### src/pcseq_pkg.sv
package pcseq_pkg;
  localparam int PCSEQ_PC_W = 16;
  localparam int PCSEQ_BYTE_W = 8;
  localparam int PCSEQ_JUMP_W = 13;
  localparam int PCSEQ_PAGE_LO = 13;
  localparam int PCSEQ_LATCH_PAGE_LO = 5;
  localparam int PCSEQ_OPC_HI_LO = 8;
  localparam logic [15:0] PCSEQ_PC_RST = 16'h0000;
  localparam logic [7:0] PCSEQ_LATCH_RST = 8'h00;
  localparam logic [15:0] PCSEQ_INT_VECTOR_RST = 16'h0020;

  // Operation codes presented by the instruction decoder
  typedef enum logic [3:0] {
    PCSEQ_OP_NONE = 4'h0,
    PCSEQ_OP_FETCH = 4'h1,
    PCSEQ_OP_SKIP = 4'h2,
    PCSEQ_OP_JUMP = 4'h3,
    PCSEQ_OP_CALL = 4'h4,
    PCSEQ_OP_LONG_CALL = 4'h5,
    PCSEQ_OP_RETURN = 4'h6,
    PCSEQ_OP_RETLIT = 4'h7,
    PCSEQ_OP_RETINT = 4'h8,
    PCSEQ_OP_INTVEC = 4'h9,
    PCSEQ_OP_RD_LOW = 4'hA,
    PCSEQ_OP_WR_LOW = 4'hB,
    PCSEQ_OP_RMW_LOW = 4'hC,
    PCSEQ_OP_RD_LATCH = 4'hD,
    PCSEQ_OP_WR_LATCH = 4'hE
  } pcseq_op_t;
endpackage : pcseq_pkg

### src/pcseq_next_pc.sv
`timescale 1ns/1ps
`default_nettype none
module pcseq_next_pc
  import pcseq_pkg::*;
(
  input wire pcseq_op_t op_i,
  input wire logic [15:0] pc_i,
  input wire logic [7:0] latch_i,
  input wire logic [15:0] opcode_i,
  input wire logic [7:0] data_i,
  input wire logic [15:0] stack_i,
  input wire logic [15:0] vector_i,
  output logic [15:0] pc_o,
  output logic [7:0] latch_o
);
  always_comb begin
    pc_o = pc_i;
    latch_o = latch_i;
    unique case (op_i)
      PCSEQ_OP_FETCH, PCSEQ_OP_SKIP: begin
        pc_o = pc_i + 16'h0001;
      end
      PCSEQ_OP_JUMP, PCSEQ_OP_CALL: begin
        pc_o = {pc_i[15:13], opcode_i[12:0]};
        latch_o = {pc_i[15:13], opcode_i[12:8]};
      end
      PCSEQ_OP_LONG_CALL: begin
        pc_o = {latch_i, opcode_i[7:0]};
      end
      PCSEQ_OP_RETURN, PCSEQ_OP_RETLIT, PCSEQ_OP_RETINT: begin
        pc_o = stack_i;
      end
      PCSEQ_OP_INTVEC: begin
        pc_o = vector_i;
      end
      PCSEQ_OP_RD_LOW: begin
        latch_o = pc_i[15:8];
      end
      PCSEQ_OP_WR_LOW, PCSEQ_OP_RMW_LOW: begin
        pc_o = {latch_i, data_i};
      end
      PCSEQ_OP_WR_LATCH: begin
        latch_o = data_i;
      end
      default: begin
        pc_o = pc_i;
      end
    endcase
  end
endmodule : pcseq_next_pc
`default_nettype wire

### src/pcseq_top.sv
// Functional notes
// - A 16-bit program counter whose low byte is read and written like data.
// - The high byte is unaddressed and reached only through an 8-bit holding latch.
// - The counter increments on each fetch unless a transfer or low-byte write overrides it.
// - A skipped instruction costs one forced no-operation cycle at its address.
// - A long call loads low byte from opcode and high byte from the latch, latch kept.
// - Reading the low byte drives it on the data bus and copies the high byte to the latch.
// - Writing the low byte takes bus data and moves the latch into the high byte.
// - A read-modify-write on the low byte writes the result and the high byte from latch at one edge.
// - Call or jump loads bits 12..0 from opcode and refreshes the latch page and bits.
// - Long call, returns, vectoring and read-modify-write leave the latch unchanged.
`timescale 1ns/1ps
`default_nettype none
module pcseq_top
  import pcseq_pkg::*;
(
  input wire logic mclk_i,
  input wire logic rst_n_i,
  input wire pcseq_op_t op_i,
  input wire logic [15:0] opcode_i,
  input wire logic [7:0] data_i,
  input wire logic [15:0] stack_i,
  input wire logic [15:0] vector_i,
  output logic [15:0] pc_o,
  output logic [7:0] latch_o,
  output logic [7:0] rd_data_o,
  output logic rd_valid_o,
  output logic nop_forced_o
);
  typedef struct packed {
    logic [15:0] pc;
    logic [7:0] latch;
    logic [7:0] rd_data;
    logic rd_valid;
    logic nop_forced;
  } pcseq_state_t;

  pcseq_state_t state_reg;
  pcseq_state_t state_next;
  logic [15:0] pc_calc;
  logic [7:0] latch_calc;

  // Low-byte reads share one bus path
  function automatic logic pcseq_is_low_read(input pcseq_op_t op);
    pcseq_is_low_read = (op == PCSEQ_OP_RD_LOW) || (op == PCSEQ_OP_RMW_LOW);
  endfunction : pcseq_is_low_read

  pcseq_next_pc u_next (
    .op_i(op_i),
    .pc_i(state_reg.pc),
    .latch_i(state_reg.latch),
    .opcode_i(opcode_i),
    .data_i(data_i),
    .stack_i(stack_i),
    .vector_i(vector_i),
    .pc_o(pc_calc),
    .latch_o(latch_calc)
  );

  always_comb begin
    state_next = state_reg;
    state_next.pc = pc_calc;
    state_next.latch = latch_calc;
    state_next.rd_valid = 1'b0;
    state_next.nop_forced = (op_i == PCSEQ_OP_SKIP);
    if (pcseq_is_low_read(op_i)) begin
      state_next.rd_data = state_reg.pc[7:0];
      state_next.rd_valid = 1'b1;
    end else if (op_i == PCSEQ_OP_RD_LATCH) begin
      state_next.rd_data = state_reg.latch;
      state_next.rd_valid = 1'b1;
    end
  end

  always_ff @(posedge mclk_i) begin
    if (!rst_n_i) begin
      state_reg <= '{pc: PCSEQ_PC_RST, latch: PCSEQ_LATCH_RST, rd_data: 8'h00,
                     rd_valid: 1'b0, nop_forced: 1'b0};
    end else begin
      state_reg <= state_next;
    end
  end

  assign pc_o = state_reg.pc;
  assign latch_o = state_reg.latch;
  assign rd_data_o = state_reg.rd_data;
  assign rd_valid_o = state_reg.rd_valid;
  assign nop_forced_o = state_reg.nop_forced;
endmodule : pcseq_top
`default_nettype wire

### config.mk
export PLATFORM = sky130hd
export DESIGN_NAME = pcseq_top
export DESIGN_NICKNAME = d
export VERILOG_FILES = /design/src/pcseq_pkg.sv /design/src/pcseq_next_pc.sv /design/src/pcseq_top.sv
export SDC_FILE = /design/constraint.sdc
export NUM_CORES = 1
export LEC_CHECK = 0
export ABC_AREA = 0
export BUFFER_PORTS_ARGS = -buffer_cell sky130_fd_sc_hd__buf_4
export CAP_MARGIN = 20
export CORE_AREA = 3 3 86 88
export CTS_BUF_LIST = sky130_fd_sc_hd__clkbuf_16
export DETAILED_ROUTE_END_ITERATION = 12
export DIE_AREA = 0 0 89 91
export GPL_TIMING_DRIVEN = 0
export PLACE_DENSITY = 0.74
export SYNTH_ARGS = -nofsm -noshare
export SYNTH_HDL_FRONTEND = slang
export SYNTH_HIERARCHICAL = 1
export SYNTH_SLANG_ARGS = --single-unit
### constraint.sdc
create_clock -name mclk_i -period 2.6 [get_ports mclk_i]
set_clock_uncertainty 0.1 [all_clocks]
set_input_delay 0.39 -clock mclk_i [delete_from_list [all_inputs] [get_ports mclk_i]]
set_output_delay 0.39 -clock mclk_i [all_outputs]
set_load 0.1 [all_outputs]
==> results.py <==
metrics = {
    "status": {
        "status": "finished, final reports clean",
    },
    "yosys": {
        "async_flop_share": 0,
        "synth_warnings": 6,
        "ys_ff_latch": 34,
        "ys_dominant_reg_cell": "dfxtp_1",
        "ys_seq_area_frac": 0.226,
        "synthSimpleGateAreaFrac": 0.304,
        "synthCells": 406,
        "yosysUniqueCellTypes": 72,
        "syn_area_sq_um": 3010,
        "synth_fp_nets": 469,
        "synth_edf_count": 0,
        "synth_top_family_by_area": "compound AO/OA/AOI/OAI gates",
        "synth_xor_area_frac": 0.0141,
        "synth_compound_area_frac": 0.345,
        "syn_avg_cell_area_sq_um": 7.41,
        "muxShareOfSynthArea": 0.0441,
        "synthAdderAreaFrac": 0.00416,
    },
    "power_and_ir_drop": {
        "pwr-share-clk": 0.293,
        "power-per-cell-area_nw_per_um2": 510,
        "seq_power_share": 0.311,
        "leakage_nw": 1.56,
        "peakVddDrop_uv": 355,
        "combPwrFrac": 0.396,
        "switchingPower_mw": 0.847,
        "p_int_mw": 1.17,
        "p_sw_frac": 0.421,
        "finalPower_mw": 2.01,
    },
    "placed_design": {
        "dp_hpwl_um": 8910,
        "gp_congestion": 0.952,
        "port_buffers": 92,
    },
    "floorplan": {
        "die_x_um": 89,
        "num_rows": 30,
        "dieHeight_um": 91,
        "initial_core_util": 0.448,
        "fp.coreArea_sq_um": 6720,
        "die_area_sq_um": 8100,
        "io-pin-count": 96,
    },
    "detailed_routing": {
        "drt_iter0_drc": 623,
        "drcViolationCount": 0,
        "drt_first_pass_iters": 7,
        "viasPerCell": 6.39,
        "wire_per_inst_um": 20.3,
        "drt-total-wl_um": 11900,
        "via_count": 3745,
        "ant_nets": 0,
    },
    "critical_path": {
        "r2r_slack_ns": 0.27,
        "critPathLaunch": "pc_o[0]",
        "worstReg2RegEnd": "pc_o[14]",
        "cp_max_fo": 7,
        "r2r_cells": 7,
        "worstSetupPathType": "register to register",
        "worstSetupEndpoint": "pc_o[14]",
        "crit_required_ns": 2.68,
        "start_kind": "register",
        "end_kind": "register",
        "r2r_start": "pc_o[0]",
        "worstPathArrival_ns": 2.40,
    },
    "sta": {
        "finalHoldViolations": 0,
        "setup_viol": 0,
        "fin_crit_ns": 2.33,
        "tns_ns": 0,
        "clock.fmax_mhz": 430,
        "period_share": 0.894,
        "slew_viol_final": 0,
        "max_slew_margin": 0.364,
        "rsz0062_at_grt": "false",
        "worst_pin_slew_ns": 0.941,
        "hold_ws_ns": 0.216,
    },
    "global_route": {
        "grtUsageMet3": 0.0608,
        "grt_start_max_net_pins": 12,
        "grt.total_usage": 0.288,
        "grt_pass1_vias": 3358,
        "top_usage_layer": "met2",
        "use_met2": 0.434,
        "grt_pass1_wl_um": 18000,
        "grt_overflow": 0,
        "antenna_found_initial": 0,
        "grtUsageMet1": 0.407,
    },
    "clock_network": {
        "cts_hold_buf": 0,
        "numCtsBuffers": 5,
        "clock_latency_ns": 0.28,
        "cts_tree": "built",
        "cts.repair.resized": 0,
        "clock-root-buffer": "clkbuf_16",
        "clkTransAtPathRegs_ns": 0.06,
        "htreeDepth": 2,
        "cts_sinks": 34,
        "cts.path.max_buffers": 2,
        "cts_setup_buffers": 0,
    },
    "finish": {
        "num-nets-final": 568,
        "area_growth_syn_to_layout_pct": 31.1,
        "layout_common_cells": "buf_4, nand2_1, a21oi_1",
        "drive_gt1_frac": 0.277,
        "n_antenna_cell": 0,
        "layout_commonest_cell": "buf_4",
    },
    "run": {
        "drv_cap": 0,
    },
    "min_path": {
        "hp-class": "input port to register",
    },
}
==> critical path, stage by stage, from the launching register on <==
cell and delay [ns]:
dfxtp_2 0.44, ha_1 0.25, nand3_1 0.18, nor2_1 0.41
a41oi_1 0.21, o41ai_1 0.35, o21ai_1 0.10, and2_1 0.17
==> cell families (layout without fill, tap and decap cells) <==
group,count (synthesis),count (layout)
simple gates,171,171
compound gates,148,148
buf+inv,35,135
flops,34,34
mux,13,13
xor+xnor,4,4
fa+ha+maj,1,1
==> worst min path at each step <==
stage,startpoint,end,cells after the start
final,op_i[0],nop_forced_o,2
after global routing,op_i[0],nop_forced_o,2
after CTS,op_i[0],nop_forced_o,2
after detailed placement,rd_data_o[6],rd_data_o[6],2
after global placement,rd_data_o[0],rd_data_o[0],2
after floorplan,op_i[2],nop_forced_o,1
==> through the flow <==
step,utilization,instances,area [sq um],setup WS (ns)
6_report,0.587,586,3950,0.274
3_5_place_dp,0.566,578,3800,0.115
2_1_floorplan,-,406,3010,0.0187
5_1_grt,0.587,586,3950,0.227
3_3_place_gp,0.566,578,3800,0.120
4_1_cts,0.587,586,3950,0.392
==> cells in the mapped netlist (9+ instances only) <==
| cell | number | area [sq um] |
|---|---|---|
| nand2_1 | 54 | 203 |
| a21oi_1 | 39 | 195 |
| dfxtp_1 | 34 | 681 |
| and2_1 | 24 | 150 |
| nor2_1 | 23 | 86.3 |
| o21ai_0 | 19 | 95.1 |
| buf_2 | 16 | 80.1 |
| nand3_1 | 15 | 75.1 |
| mux2i_1 | 11 | 110 |
| a221oi_1 | 10 | 87.6 |
| nor2b_1 | 10 | 62.6 |
| o21ai_1 | 9 | 45.0 |
==> sequential cells by signal, indices dropped and copies added (netlist names) <==
| signal | cells |
|---|---|
| pc_o | 16 |
| latch_o | 8 |
| nop_forced_o | 1 |
| rd_data_o | 8 |
| rd_valid_o | 1 |
==> cell type report <==
type	instances	area [sq um]
sequential	34	684
timing repair buffer	92	691
clock inverter	3	16.3
clock buffer	5	125
buffer	30	168
fill	629	2770
inverter	5	18.8
multi-input combinational	337	2140
tap	80	100
==> metal layers <==
| metal | share of wire | routed length, um |
|---|---|---|
| met1 | 0.42 | 4960 |
| met5 | 0 | 0 |
| met4 | 0.032 | 382 |
| met2 | 0.43 | 5170 |
| met3 | 0.12 | 1390 |
==> power by group through the flow <==
stage	clock (mW)	sequential [mW]	combinational, mW
floorplan	0	0.888	0.285
global placement	0	0.635	0.781
detailed placement	0	0.636	0.783
CTS	0.592	0.624	0.786
global route	0.622	0.632	0.838
finish	0.589	0.627	0.797
No activity file was read; power rests on OpenSTA's default activity.
